===== src/hw/eatc_pkg.sv =====
package eatc_pkg;

  // Unit count and bus widths
  localparam int UNITS = 2;
  localparam int ADR_W = 16;

  // Register word indices; byte address is four times the index
  localparam logic [13:0] IDX_CTRL_A_U1 = 14'h1fc0;
  localparam logic [13:0] IDX_CTRL_B_U1 = 14'h1fc1;
  localparam logic [13:0] IDX_PERIOD_U1 = 14'h1fc2;
  localparam logic [13:0] IDX_STATUS_U1 = 14'h1fc8;
  localparam logic [13:0] IDX_MASK_U1 = 14'h1fc9;
  localparam logic [13:0] IDX_CTRL_A_U2 = 14'h1ff0;
  localparam logic [13:0] IDX_CTRL_B_U2 = 14'h1ff1;
  localparam logic [13:0] IDX_PERIOD_U2 = 14'h1ff2;
  localparam logic [13:0] IDX_STATUS_U2 = 14'h1ff8;
  localparam logic [13:0] IDX_MASK_U2 = 14'h1ff9;

  // Bit positions of calc_control_b
  localparam int CB_START = 3;
  localparam int CB_BUSY = 2;
  localparam int CB_SYNC_DIS = 1;
  localparam int CB_IRQ_SEL = 0;

  // Bit positions of the interrupt status and mask registers
  localparam int ST_ANGLE = 0;
  localparam int ST_CALC = 1;
  localparam int ST_W = 2;

  // Reset values
  localparam logic [7:0] CTRL_A_RST = 8'h00;
  localparam logic [15:0] PERIOD_RST = 16'h0010;

  // Timing and geometry of the angle timer and the calculation
  localparam int PRESC_W = 6;
  localparam int PRESC_BASE_LOG = 3;
  localparam int ANGLE_W = 9;
  localparam logic [8:0] ANGLE_LAST = 9'h17f;
  localparam logic [8:0] ANGLE_HALF = 9'h0c0;
  localparam logic [8:0] PHASE_THIRD = 9'h080;
  localparam logic [11:0] BASE_PERIOD_MIN = 12'h010;
  localparam int STEP_W = 13;
  localparam int CALC_CYCLES = 8;

  // Control register A layout, bit 7 down to bit 0
  typedef struct packed {
    logic count_direction;
    logic phase_order_select;
    logic [1:0] timer_clock_select;
    logic modulation_select;
    logic result_transfer_enable;
    logic waveform_calc_enable;
    logic angle_timer_enable;
  } eatc_ctrl_a_t;

  // Period setting layout
  typedef struct packed {
    logic [3:0] period_correction_count;
    logic [11:0] base_period;
  } eatc_period_t;

  // Result handed to the compare registers of the PWM generator
  typedef struct packed {
    logic wr;
    logic [8:0] u_phase_compare;
    logic [8:0] v_phase_compare;
    logic [8:0] w_phase_compare;
    logic [2:0] negative;
  } eatc_cmp_t;

  // Register kinds found by the address decoder
  typedef enum logic [2:0] {
    K_NONE,
    K_CTRL_A,
    K_CTRL_B,
    K_PERIOD,
    K_STATUS,
    K_MASK
  } eatc_kind_t;

endpackage


===== src/hw/eatc_calc.sv =====
`timescale 1ns/1ps
`default_nettype none
module eatc_calc
  import eatc_pkg::*;
#(
  parameter int CYCLES = CALC_CYCLES
)(
  input wire logic clk_i,
  input wire logic rst_i,
  input wire logic start_i,
  input wire logic [8:0] angle_i,
  input wire logic three_phase_i,
  input wire logic phase_lag_i,
  output logic busy_o,
  output logic done_o,
  output logic [8:0] u_o,
  output logic [8:0] v_o,
  output logic [8:0] w_o,
  output logic [2:0] neg_o
);

  typedef struct packed {
    logic busy;
    logic done;
    logic [7:0] cnt;
    logic [8:0] u;
    logic [8:0] v;
    logic [8:0] w;
    logic [2:0] neg;
  } eatc_calc_st_t;

  eatc_calc_st_t st;
  eatc_calc_st_t next_st;

  // Angle plus or minus an offset, modulo one electrical turn
  function automatic logic [8:0] shift_angle(input logic [8:0] a,
                                             input logic [8:0] d,
                                             input logic lag);
    logic [9:0] s;
    s = 10'h000;
    if (lag)
      s = (a >= d) ? {1'b0, a - d} : {1'b0, a} + {1'b0, ANGLE_LAST} + 10'h001 - {1'b0, d};
    else
      s = {1'b0, a} + {1'b0, d};
    if (s > {1'b0, ANGLE_LAST})
      s = s - {1'b0, ANGLE_LAST} - 10'h001;
    return s[8:0];
  endfunction

  // Second half of the turn takes the minus sign under 3-phase
  function automatic logic neg_half(input logic [8:0] a, input logic tp);
    return tp && (a >= ANGLE_HALF);
  endfunction

  // Start latches the phase angles, counts the fixed latency, then ends
  always_comb
  begin
    logic [8:0] pv;
    logic [8:0] pw;
    pv = shift_angle(angle_i, PHASE_THIRD, phase_lag_i);
    pw = shift_angle(angle_i, PHASE_THIRD << 1, phase_lag_i);
    next_st = st;
    next_st.done = 1'b0;
    if (st.busy)
    begin
      if (st.cnt == 8'h00)
      begin
        next_st.busy = 1'b0;
        next_st.done = 1'b1;
      end
      else
        next_st.cnt = st.cnt - 8'h01;
    end
    else if (start_i)
    begin
      next_st.busy = 1'b1;
      next_st.cnt = 8'(CYCLES - 1);
      next_st.u = angle_i;
      next_st.v = pv;
      next_st.w = pw;
      next_st.neg = {neg_half(angle_i, three_phase_i),
                     neg_half(pv, three_phase_i),
                     neg_half(pw, three_phase_i)};
    end
  end

  // State register
  always_ff @(posedge clk_i)
  begin
    if (rst_i)
      st <= '0;
    else
      st <= next_st;
  end

  assign busy_o = st.busy;
  assign done_o = st.done;
  assign u_o = st.u;
  assign v_o = st.v;
  assign w_o = st.w;
  assign neg_o = st.neg;

endmodule
`default_nettype wire


===== src/hw/eatc_top.sv =====
// Register access over Wishbone was left to the implementer.
`timescale 1ns/1ps
`default_nettype none
module eatc_top
  import eatc_pkg::*;
(
  input wire logic clk_i,
  input wire logic rst_i,
  input wire logic cyc_i,
  input wire logic stb_i,
  input wire logic we_i,
  input wire logic [ADR_W-1:0] adr_i,
  input wire logic [3:0] sel_i,
  input wire logic [31:0] dat_i,
  output logic [31:0] dat_o,
  output logic ack_o,
  output logic irq_o,
  output eatc_cmp_t [UNITS-1:0] cmp_o
);

  typedef struct packed {
    eatc_ctrl_a_t ctrl_a;
    logic sync_start_disable;
    logic irq_source_select;
    eatc_period_t period;
    logic [ST_W-1:0] status;
    logic [ST_W-1:0] mask;
    logic [PRESC_W-1:0] presc;
    logic [STEP_W-1:0] step_cnt;
    logic [3:0] step_idx;
    logic [ANGLE_W-1:0] angle_value;
  } eatc_unit_t;

  typedef struct packed {
    eatc_unit_t [UNITS-1:0] unit;
    logic ack;
    logic [31:0] dat;
    eatc_cmp_t [UNITS-1:0] cmp;
    logic irq;
  } eatc_state_t;

  eatc_state_t st;
  eatc_state_t next_st;

  logic [UNITS-1:0] calc_start;
  logic [UNITS-1:0] calc_busy;
  logic [UNITS-1:0] calc_done;
  logic [8:0] res_u [UNITS];
  logic [8:0] res_v [UNITS];
  logic [8:0] res_w [UNITS];
  logic [2:0] res_neg [UNITS];

  // Finds the register kind addressed by a word index
  function automatic eatc_kind_t kind_of(input logic [13:0] idx,
                                         output logic unit);
    unit = 1'b0;
    kind_of = K_NONE;
    unique case (idx)
      IDX_CTRL_A_U1: kind_of = K_CTRL_A;
      IDX_CTRL_B_U1: kind_of = K_CTRL_B;
      IDX_PERIOD_U1: kind_of = K_PERIOD;
      IDX_STATUS_U1: kind_of = K_STATUS;
      IDX_MASK_U1: kind_of = K_MASK;
      IDX_CTRL_A_U2:
      begin
        kind_of = K_CTRL_A;
        unit = 1'b1;
      end
      IDX_CTRL_B_U2:
      begin
        kind_of = K_CTRL_B;
        unit = 1'b1;
      end
      IDX_PERIOD_U2:
      begin
        kind_of = K_PERIOD;
        unit = 1'b1;
      end
      IDX_STATUS_U2:
      begin
        kind_of = K_STATUS;
        unit = 1'b1;
      end
      IDX_MASK_U2:
      begin
        kind_of = K_MASK;
        unit = 1'b1;
      end
      default: kind_of = K_NONE;
    endcase
  endfunction

  // Prescaler tick: low (3 + select) bits of the counter all ones
  function automatic logic presc_tick(input logic [PRESC_W-1:0] p,
                                      input logic [1:0] sel);
    logic [PRESC_W-1:0] m;
    m = PRESC_W'((7'h01 << (PRESC_BASE_LOG + int'(sel))) - 7'h01);
    return (p & m) == m;
  endfunction

  // Prescaler ticks in the current angle step, with m held at its floor
  function automatic logic [STEP_W-1:0] step_len(input eatc_period_t p,
                                                 input logic [3:0] idx);
    logic [11:0] m;
    m = (p.base_period < BASE_PERIOD_MIN) ? BASE_PERIOD_MIN
                                          : p.base_period;
    return {1'b0, m} + ((idx < p.period_correction_count)
                        ? 13'h0001 : 13'h0000);
  endfunction

  // Calculation engines, one per motor unit
  for (genvar g = 0; g < UNITS; g++)
  begin : g_unit
    eatc_calc #(
      .CYCLES(CALC_CYCLES)
    ) u_calc (
      .clk_i(clk_i),
      .rst_i(rst_i),
      .start_i(calc_start[g]),
      .angle_i(st.unit[g].angle_value),
      .three_phase_i(st.unit[g].ctrl_a.modulation_select),
      .phase_lag_i(st.unit[g].ctrl_a.phase_order_select),
      .busy_o(calc_busy[g]),
      .done_o(calc_done[g]),
      .u_o(res_u[g]),
      .v_o(res_v[g]),
      .w_o(res_w[g]),
      .neg_o(res_neg[g])
    );
  end

  // Bus slave, angle timers, start logic, interrupts and transfers
  always_comb
  begin
    eatc_kind_t kind;
    logic bu;
    logic req;
    logic wr;
    logic tick;
    logic step_end;
    logic period_end;
    logic [15:0] wd;
    logic [ST_W-1:0] ev;
    logic [ST_W-1:0] clr;
    kind = K_NONE;
    bu = 1'b0;
    req = 1'b0;
    wr = 1'b0;
    tick = 1'b0;
    step_end = 1'b0;
    period_end = 1'b0;
    wd = 16'h0000;
    ev = '0;
    clr = '0;
    next_st = st;
    calc_start = '0;
    kind = kind_of(adr_i[15:2], bu);
    req = cyc_i && stb_i && !st.ack;
    wr = req && we_i;
    next_st.ack = req;
    next_st.dat = 32'h0000_0000;
    wd = {sel_i[1] ? dat_i[15:8] : 8'h00, sel_i[0] ? dat_i[7:0] : 8'h00};
    next_st.irq = 1'b0;
    for (int u = 0; u < UNITS; u++)
    begin
      next_st.cmp[u].wr = 1'b0;
      clr = '0;
      // Register writes for this unit
      if (wr && bu == 1'(u))
      begin
        unique case (kind)
          K_CTRL_A:
            if (sel_i[0])
              next_st.unit[u].ctrl_a = eatc_ctrl_a_t'(wd[7:0]);
          K_CTRL_B:
            if (sel_i[0])
            begin
              next_st.unit[u].sync_start_disable = wd[CB_SYNC_DIS];
              next_st.unit[u].irq_source_select = wd[CB_IRQ_SEL];
              if (wd[CB_START] && st.unit[u].ctrl_a.waveform_calc_enable)
                calc_start[u] = 1'b1;
            end
          K_PERIOD:
          begin
            if (sel_i[0])
              next_st.unit[u].period[7:0] = wd[7:0];
            if (sel_i[1])
              next_st.unit[u].period[15:8] = wd[15:8];
          end
          K_STATUS:
            if (sel_i[0])
              clr = wd[ST_W-1:0];
          K_MASK:
            if (sel_i[0])
              next_st.unit[u].mask = wd[ST_W-1:0];
          K_NONE:
            ;
        endcase
      end
      // Register reads for this unit
      if (req && !we_i && bu == 1'(u))
      begin
        unique case (kind)
          K_CTRL_A:
            next_st.dat = {24'h00_0000, st.unit[u].ctrl_a};
          K_CTRL_B:
          begin
            next_st.dat[CB_BUSY] = calc_busy[u];
            next_st.dat[CB_SYNC_DIS] = st.unit[u].sync_start_disable;
            next_st.dat[CB_IRQ_SEL] = st.unit[u].irq_source_select;
          end
          K_PERIOD:
            next_st.dat = {16'h0000, st.unit[u].period};
          K_STATUS:
            next_st.dat = 32'(st.unit[u].status);
          K_MASK:
            next_st.dat = 32'(st.unit[u].mask);
          K_NONE:
            ;
        endcase
      end
      // Angle timer: prescaler, step counter and angle
      tick = 1'b0;
      step_end = 1'b0;
      period_end = 1'b0;
      if (!st.unit[u].ctrl_a.angle_timer_enable)
      begin
        next_st.unit[u].presc = '0;
        next_st.unit[u].step_cnt = '0;
        next_st.unit[u].step_idx = 4'h0;
        next_st.unit[u].angle_value = '0;
      end
      else
      begin
        tick = presc_tick(st.unit[u].presc,
                          st.unit[u].ctrl_a.timer_clock_select);
        next_st.unit[u].presc = st.unit[u].presc + PRESC_W'(1);
        if (tick)
        begin
          if (st.unit[u].step_cnt + 13'h0001 >=
              step_len(st.unit[u].period, st.unit[u].step_idx))
          begin
            step_end = 1'b1;
            next_st.unit[u].step_cnt = '0;
            next_st.unit[u].step_idx = st.unit[u].step_idx + 4'h1;
          end
          else
            next_st.unit[u].step_cnt = st.unit[u].step_cnt + 13'h0001;
        end
        if (step_end)
        begin
          if (st.unit[u].ctrl_a.count_direction)
          begin
            period_end = st.unit[u].angle_value == '0;
            next_st.unit[u].angle_value = period_end ? ANGLE_LAST
                : st.unit[u].angle_value - 9'h001;
          end
          else
          begin
            period_end = st.unit[u].angle_value == ANGLE_LAST;
            next_st.unit[u].angle_value = period_end ? 9'h000
                : st.unit[u].angle_value + 9'h001;
          end
        end
      end
      // Start in step with the angle
      if (step_end && !st.unit[u].sync_start_disable
          && st.unit[u].ctrl_a.waveform_calc_enable)
        calc_start[u] = 1'b1;
      // Events: angle interrupt by selected source, calculation end
      ev = '0;
      ev[ST_ANGLE] = st.unit[u].irq_source_select ? calc_done[u]
                                                  : period_end;
      ev[ST_CALC] = calc_done[u];
      next_st.unit[u].status = (st.unit[u].status & ~clr) | ev;
      if (|(next_st.unit[u].status & st.unit[u].mask))
        next_st.irq = 1'b1;
      // Copy results into the PWM compare registers
      if (calc_done[u] && st.unit[u].ctrl_a.result_transfer_enable
          && st.unit[u].ctrl_a.waveform_calc_enable)
      begin
        next_st.cmp[u].wr = 1'b1;
        next_st.cmp[u].u_phase_compare = res_u[u];
        next_st.cmp[u].v_phase_compare = res_v[u];
        next_st.cmp[u].w_phase_compare = res_w[u];
        next_st.cmp[u].negative = res_neg[u];
      end
    end
  end

  // State register with reset values
  always_ff @(posedge clk_i)
  begin
    if (rst_i)
    begin
      st <= '0;
      for (int u = 0; u < UNITS; u++)
      begin
        st.unit[u].ctrl_a <= eatc_ctrl_a_t'(CTRL_A_RST);
        st.unit[u].period <= eatc_period_t'(PERIOD_RST);
      end
    end
    else
      st <= next_st;
  end

  // Outputs straight from the state register
  assign dat_o = st.dat;
  assign ack_o = st.ack;
  assign irq_o = st.irq;
  assign cmp_o = st.cmp;

endmodule
`default_nettype wire


===== config.mk =====
export PLATFORM = sky130hd
export DESIGN_NAME = eatc_top
export DESIGN_NICKNAME = d
export VERILOG_FILES = /design/src/hw/eatc_pkg.sv /design/src/hw/eatc_calc.sv /design/src/hw/eatc_top.sv
export SDC_FILE = /design/constraint.sdc
export NUM_CORES = 1
export LEC_CHECK = 0
export ABC_AREA = 1
export BUFFER_PORTS_ARGS = -buffer_cell sky130_fd_sc_hd__buf_4
export CORE_ASPECT_RATIO = 0.8
export CORE_MARGIN = 2
export CORE_UTILIZATION = 37
export DETAILED_ROUTE_END_ITERATION = 6
export SLEW_MARGIN = 30
export SYNTH_ARGS = -nofsm -noshare
export SYNTH_HDL_FRONTEND = slang
export SYNTH_SLANG_ARGS = --single-unit

===== constraint.sdc =====
create_clock -name clk_i -period 5.35 [get_ports clk_i]
set_input_delay 1.07 -clock clk_i [delete_from_list [all_inputs] [get_ports clk_i]]
set_output_delay 1.07 -clock clk_i [all_outputs]
set_load 0.1 [all_outputs]

Word-level counts from Yosys, hierarchy flattened

Cells that the tools add are included.

Order comparisons: 20
Eq/ne operators: 21
Reductions and logical operators: 63
Shift operators: 2
$mul: 0
Divide/modulo/power cells: 0
Muxes and demuxes: 79
$add $sub $neg: 42
Bitwise gates (word level): 15

Operators by type and width:

| cell                    | number |
|---|---|
| $eq A14 B13 Y1 const B  | 10 |
| $mux W9                 | 10 |
| $pmux W29 S3            | 1 |
| $mux W10                | 8 |
| $mux W38                | 2 |
| $ge A9 B8 Y1 const B    | 8 |
| $mux W31                | 2 |
| $sub A9 B1 Y9 const B   | 6 |
| $sub A9 B9 Y9 const B   | 6 |
| $pmux W3 S5             | 3 |
| $add A9 B9 Y10 const B  | 4 |
| $gt A10 B9 Y1 const B   | 4 |
| $mux W8                 | 5 |
| $mux W1                 | 35 |
| $mux W32                | 1 |
| $reduce_and A3 Y1       | 10 |
| $add A12 B1 Y13         | 2 |
| $add A13 B1 Y13 const B | 2 |
| $ge A13 B13 Y1          | 2 |
| $mux W13                | 2 |
| $pmux W13 S2            | 1 |
| $logic_and A1 B1 Y1     | 24 |
| $lt A12 B5 Y1 const B   | 2 |
| $mux W12                | 2 |
| other kinds (34)        | 90 |

Bits of input ports: 57
Register bits: 300
Memory bits (read-only): 0
Latch bits: 0
Output and inout bits: 96
Logic and storage cells: 305
Memories kept: 0
RAM bits: 0

Depth between registers and ports, before layout

Depth in word-level cells: 15
Mapped depth: 28
Mapped depth without buffers: 27

Modules after synthesis

Synthesis repeated with hierarchy kept, for this count alone.

Cell total of the unflattened synthesis: 2027
Area, all modules: 14624.0 µm²

By module, submodules not included:

| module    | instances | area an instance (µm²) | cells an instance | seq. area each (µm²) |
|---|---|---|---|---|
| eatc_top  | 1         | 11438.5                | 1579              | 4083.9 |
| eatc_calc | 2         | 1592.8                 | 224               | 520.5 |

Least setup slack after synthesis

Ideal clock, no wire load.

Path type: reg-to-reg
Start point: register st[145] (netlist bit)
End point: register st[100] (netlist bit)
Path buffers: 1
Library setup time: 0.070 ns
Arrival time: 3.700 ns
Data required time: 5.280 ns
Path slack: 1.580 ns
Cell stages (with the launch flop): 23
Clock period less this slack: 3.770 ns
Cells stage by stage: dfxtp_1 -> inv_1 -> ha_1 -> o21ai_0 -> nand2_1 -> a21o_1 -> a21oi_1 -> ha_1 -> ha_1 -> inv_1 -> nor4_1 -> nor3b_1 -> nand3_1 -> xor2_1 -> ha_1 -> a21oi_1 -> nand2_1 -> a21oi_1 -> nand3_1 -> nand2_1 -> clkbuf_1 -> o21ai_0 -> a21oi_1

Longest elaborated chain between the ends: 7

RTL lines:

| what                   | RTL line        | RTL |
|---|---|---|
| start, declared        | eatc_top.sv:42  | `eatc_state_t st;` |
| start signal, assigned | eatc_top.sv:304 | `st <= next_st;` |
| $lt A4 B4 Y1           | eatc_top.sv:107 | `return {1'b0, m} + ((idx < p.period_correction_count)` |
| $mux W1                | eatc_top.sv:108 | `? 13'h0001 : 13'h0000);` |
| $add A12 B1 Y13        | eatc_top.sv:107 |  |
| $ge A13 B13 Y1         | eatc_top.sv:240 | `if (st.unit[u].step_cnt + 13'h0001 >=` |
| $mux W1                | eatc_top.sv:240 |  |
| $mux W1                | eatc_top.sv:238 | `if (tick)` |
| $mux W1                | eatc_top.sv:226 | `if (!st.unit[u].ctrl_a.angle_timer_enable)` |

No other way between the ends. The select of a mux whose other input is x is not followed.
A chain may end at the register's enable or synchronous reset.

Worst setup path after layout

Start point: register st[145] (netlist bit)
End point: register g_unit[0].u_calc.st, in the netlist g_unit[0].u_calc.neg_o[2]

Longest elaborated chain between the ends: 12

RTL lines:

| what                               | RTL line        | RTL |
|---|---|---|
| $lt A4 B4 Y1                       | eatc_top.sv:107 |  |
| $mux W1                            | eatc_top.sv:108 |  |
| $add A12 B1 Y13                    | eatc_top.sv:107 |  |
| $ge A13 B13 Y1                     | eatc_top.sv:240 |  |
| $mux W1                            | eatc_top.sv:240 |  |
| $mux W1                            | eatc_top.sv:238 |  |
| $mux W1 (2 in series)              | eatc_top.sv:226 |  |
| $logic_and A1 B1 Y1                | eatc_top.sv:267 | `if (step_end && !st.unit[u].sync_start_disable` |
| $logic_and A1 B1 Y1                | eatc_top.sv:268 | `&& st.unit[u].ctrl_a.waveform_calc_enable)` |
| $mux W1                            | eatc_top.sv:267 |  |
| $reduce_and A2 Y1 (no source line) | --              |  |
| end signal, assigned               | eatc_calc.sv:93 | `st <= next_st;` |
| end, declared                      | eatc_calc.sv:32 | `eatc_calc_st_t st;` |

No other way between the ends. The select of a mux whose other input is x is not followed.

==> results.cfg <==
[run_status]
outcome = finished clean

[critical_path]
critPathMaxFanout = 20
endpoint = g_unit[0].u_calc.neg_o[2]
rr_startpoint = st[145]
crit_path_start = st[145]
cp_slowest_cell = nor4_1
r2r_slack_ns = 0.62
cpPeakStageDelay_ns = 0.50
crit_chain = inv_1 -> ha_1 -> o21ai_0 -> nand2_1 -> a21o_1 -> a21oi_1 -> ha_1 -> ha_1 -> inv_1 -> nor4_1 -> nor3b_1 -> nand3_1 -> xor2_1 -> ha_1 -> nand2_1 -> nor2_1 -> nand2_1 -> o21bai_1 -> nand3_1 -> nand4_1 -> nand2_1 -> nand2_1 -> o21ai_0 -> nor2_1
cp_data_required_time_ns = 5.79
crit_path_start_kind = flop
path_class = flop to flop
arrival_ns = 5.18
endpoint_kind = flop
rr_worst_depth = 24
crit_top_cell = nand2_1
r2r_end = g_unit[0].u_calc.neg_o[2]

[cts]
path_clk_slew_ns = 0.06
cts_setup_buffers = 0
clk_path_buf_depth = 3
numCtsBuffers = 27
cts.sinks = 228
cts_resized = 0
clockRootBuffer = clkbuf_16
clk_latency_ns = 0.55
cts_hold_buf = 0
cts_tree = yes
h-tree-depth = 1

[pwr]
cellLeakagePower_uw = 0.006285
power.density_nw_per_um2 = 268.6
ir_worst_vdd_mv = 0.1715

[synthesis]
ys.warnings.count = 0
netlist.area_leader.share = 0.3486
yosys_register_bits = 228
postSynthAreaPerCell_sq_um = 7.194
synthCells = 1820
syn_area_sq_um = 13090
synth_cell_types = 58
synth_area_leaders = dfxtp_1 (35%), nand2_1 (8.2%), a21oi_1 (6.4%), inv_1 (6.3%), ha_1 (6.3%)
ys_seq_area_frac = 0.3486
yosys.area.top_type = dfxtp_1

[timing]
drv_slew = 0
finalSetupTns_ns = 0
timing.hold.ws_ns = 0.4439
max-slew-margin-rel = 0.4291
rsz0062_at_grt = no
fin_skew_ns = 0.01721
tightest_slew_ns = 0.8551
fin_crit_ns = 4.735
setup_viol = 0
max_freq_ghz = 0.2112
hold_viol_final = 0
finalCritPeriodShare = 0.8850
setup_ws_ns = 0.6152

[final_layout]
design_area_sq_um = 14720
final_cell_mix = nand2_1 (286), dfxtp_1 (228), inv_1 (220)
fillers = 3637
fin_nets = 1961
layout-drive-gt1-share = 0.1291
antenna_cells = 0
syn_to_final_growth_pct = 12.41
layout_commonest_cell = nand2_1
final_util = 0.4229

[placement]
hpwl_mm = 23.61
dpl_worst_slack_ns = 0.6125
gp_congestion = 0.8860
port_buffers = 116
placed_area_sq_um = 13690

[global_routing]
antenna_found_initial = 0
grt_pass1_wl_mm = 52.11
grt_pass1_vias = 10320
grtUsageTotal = 0.1701
grt_max_degree = 54
gr-total-overflow = 0

[route]
vias = 11330
route.detailed.drc = 0
ant_nets = 0
wire_per_inst_um = 13.74
wl_mm = 32.03
drtPass1Iterations = 4
drt_iter0_drc = 696
viasPerCell = 4.862

[floorplanning]
io_pins = 153
die_area_sq_um = 36920
die_x_um = 214.3
rows = 61
die_y_um = 172.3
initial_core_util = 0.3762
design.core.area_sq_um = 34800

[flow_run]
drv_cap = 0

[worst_hold_path]
min_path_type = flop to flop
[synth_stat cells, drive strengths merged]
library cell	instances
nand2	296
inv	232
dfxtp	228
nor2	208
o21ai	184
a21oi	169
buf	118
nand3	77
ha	66
xor2	51
clkbuf	33
nand4	32
nor3	24
a211oi	17
xnor2	14
o22ai	10
nor4	8
a22oi	6
nand3b	6
nor3b	5
o21bai	5
o31ai	4
mux2i	3
a21boi	2
a31o	2
a31oi	2
and3	2
conb	2
o211ai	2
o32ai	2
or2	2
or3	2
a21o	1
a32oi	1
clkinv	1
o2111ai	1
o21a	1
o221ai	1
[critical path, delay by kind of cell (launching register included)]
kind                     cells  cell delay, ns
AND/OR/NAND/NOR             12            2.17
adder cells (fa/ha/maj)      4            0.94
AO/OA/AOI/OAI                5            0.85
flip-flops                   1            0.35
XOR/XNOR                     1            0.17
buffers and inverters        2            0.14
[where the power goes]
| group | total, uW | internal, uW | switching, uW | leakage [uW] |
|---|---|---|---|---|
| sequential | 1700 | 1700 | 0.146 | 0.00184 |
| clock | 2110 | 1340 | 777 | 0.000499 |
| combinational | 143 | 30.5 | 113 | 0.00395 |
[metrics by stage]
step           power (uW)  std cells
6_report             3953       2331
5_1_grt              4074       2331
4_1_cts              3995       2331
3_5_place_dp         1878       2281
3_3_place_gp         1877       2281
2_1_floorplan        1846       1836
[state kept, by name, summed over array words and instances (netlist names)]
| signal | flops |
|---|---|
| dat_o | 16 |
| g_unit.u_calc.busy_o | 2 |
| g_unit.u_calc.done_o | 2 |
| g_unit.u_calc.w_o | 18 |
| g_unit.u_calc.u_o | 4 |
| ack_o | 1 |
| cmp_o | 34 |
| g_unit.u_calc.v_o | 4 |
| g_unit.u_calc.neg_o | 6 |
| irq_o | 1 |
| st | 124 |
| g_unit.u_calc.st | 16 |
[layout make-up]
type / instances / area [sq um] / share of cell area
Clock buffer: 33 / 748.2 / 0.05083
Tap cell: 472 / 590.6 / 0.04012
Clock inverter: 17 / 282.8 / 0.01921
Multi-Input combinational cell: 1224 / 6721 / 0.4566
Sequential cell: 228 / 4564 / 0.3101
Timing Repair Buffer: 124 / 930.9 / 0.06324
Inverter: 233 / 880.8 / 0.05984
[worst min path at each step]
stage | startpoint | to | slack [ns] | cells after the start
detailed placement | cmp_o[10] | cmp_o[10] | 0.44 | 2
global route | cmp_o[42] | cmp_o[42] | 0.47 | 2
finish | cmp_o[10] | cmp_o[10] | 0.44 | 2
CTS | cmp_o[10] | cmp_o[10] | 0.45 | 2
floorplan | g_unit[1].u_calc.neg_o[1] | g_unit[1].u_calc.neg_o[1] | 0.42 | 2
global placement | g_unit[1].u_calc.neg_o[0] | g_unit[1].u_calc.neg_o[0] | 0.44 | 2
[cells by family after synthesis]
family                   Yosys count  share of synthesized area
adder cells (fa/ha/maj)           66                    0.06307
AO/OA/AOI/OAI                    410                     0.1717
multiplexers                       3                   0.002293
buffers and inverters            384                     0.1436
other                              2                  0.0005736
XOR/XNOR                          65                    0.04348
AND/OR/NAND/NOR                  662                     0.2267
flip-flops                       228                     0.3486
[routing by layer]
layer  global-route usage  vias to the layer above  wire, um
met5             0.004000                        -         0
met4              0.03502                        0       500
met3              0.02744                       39      1915
met2               0.2614                      254     13170
met1               0.2499                     5157     16440
li1                     -                     5883         -
(Power assumes the default switching activity.)
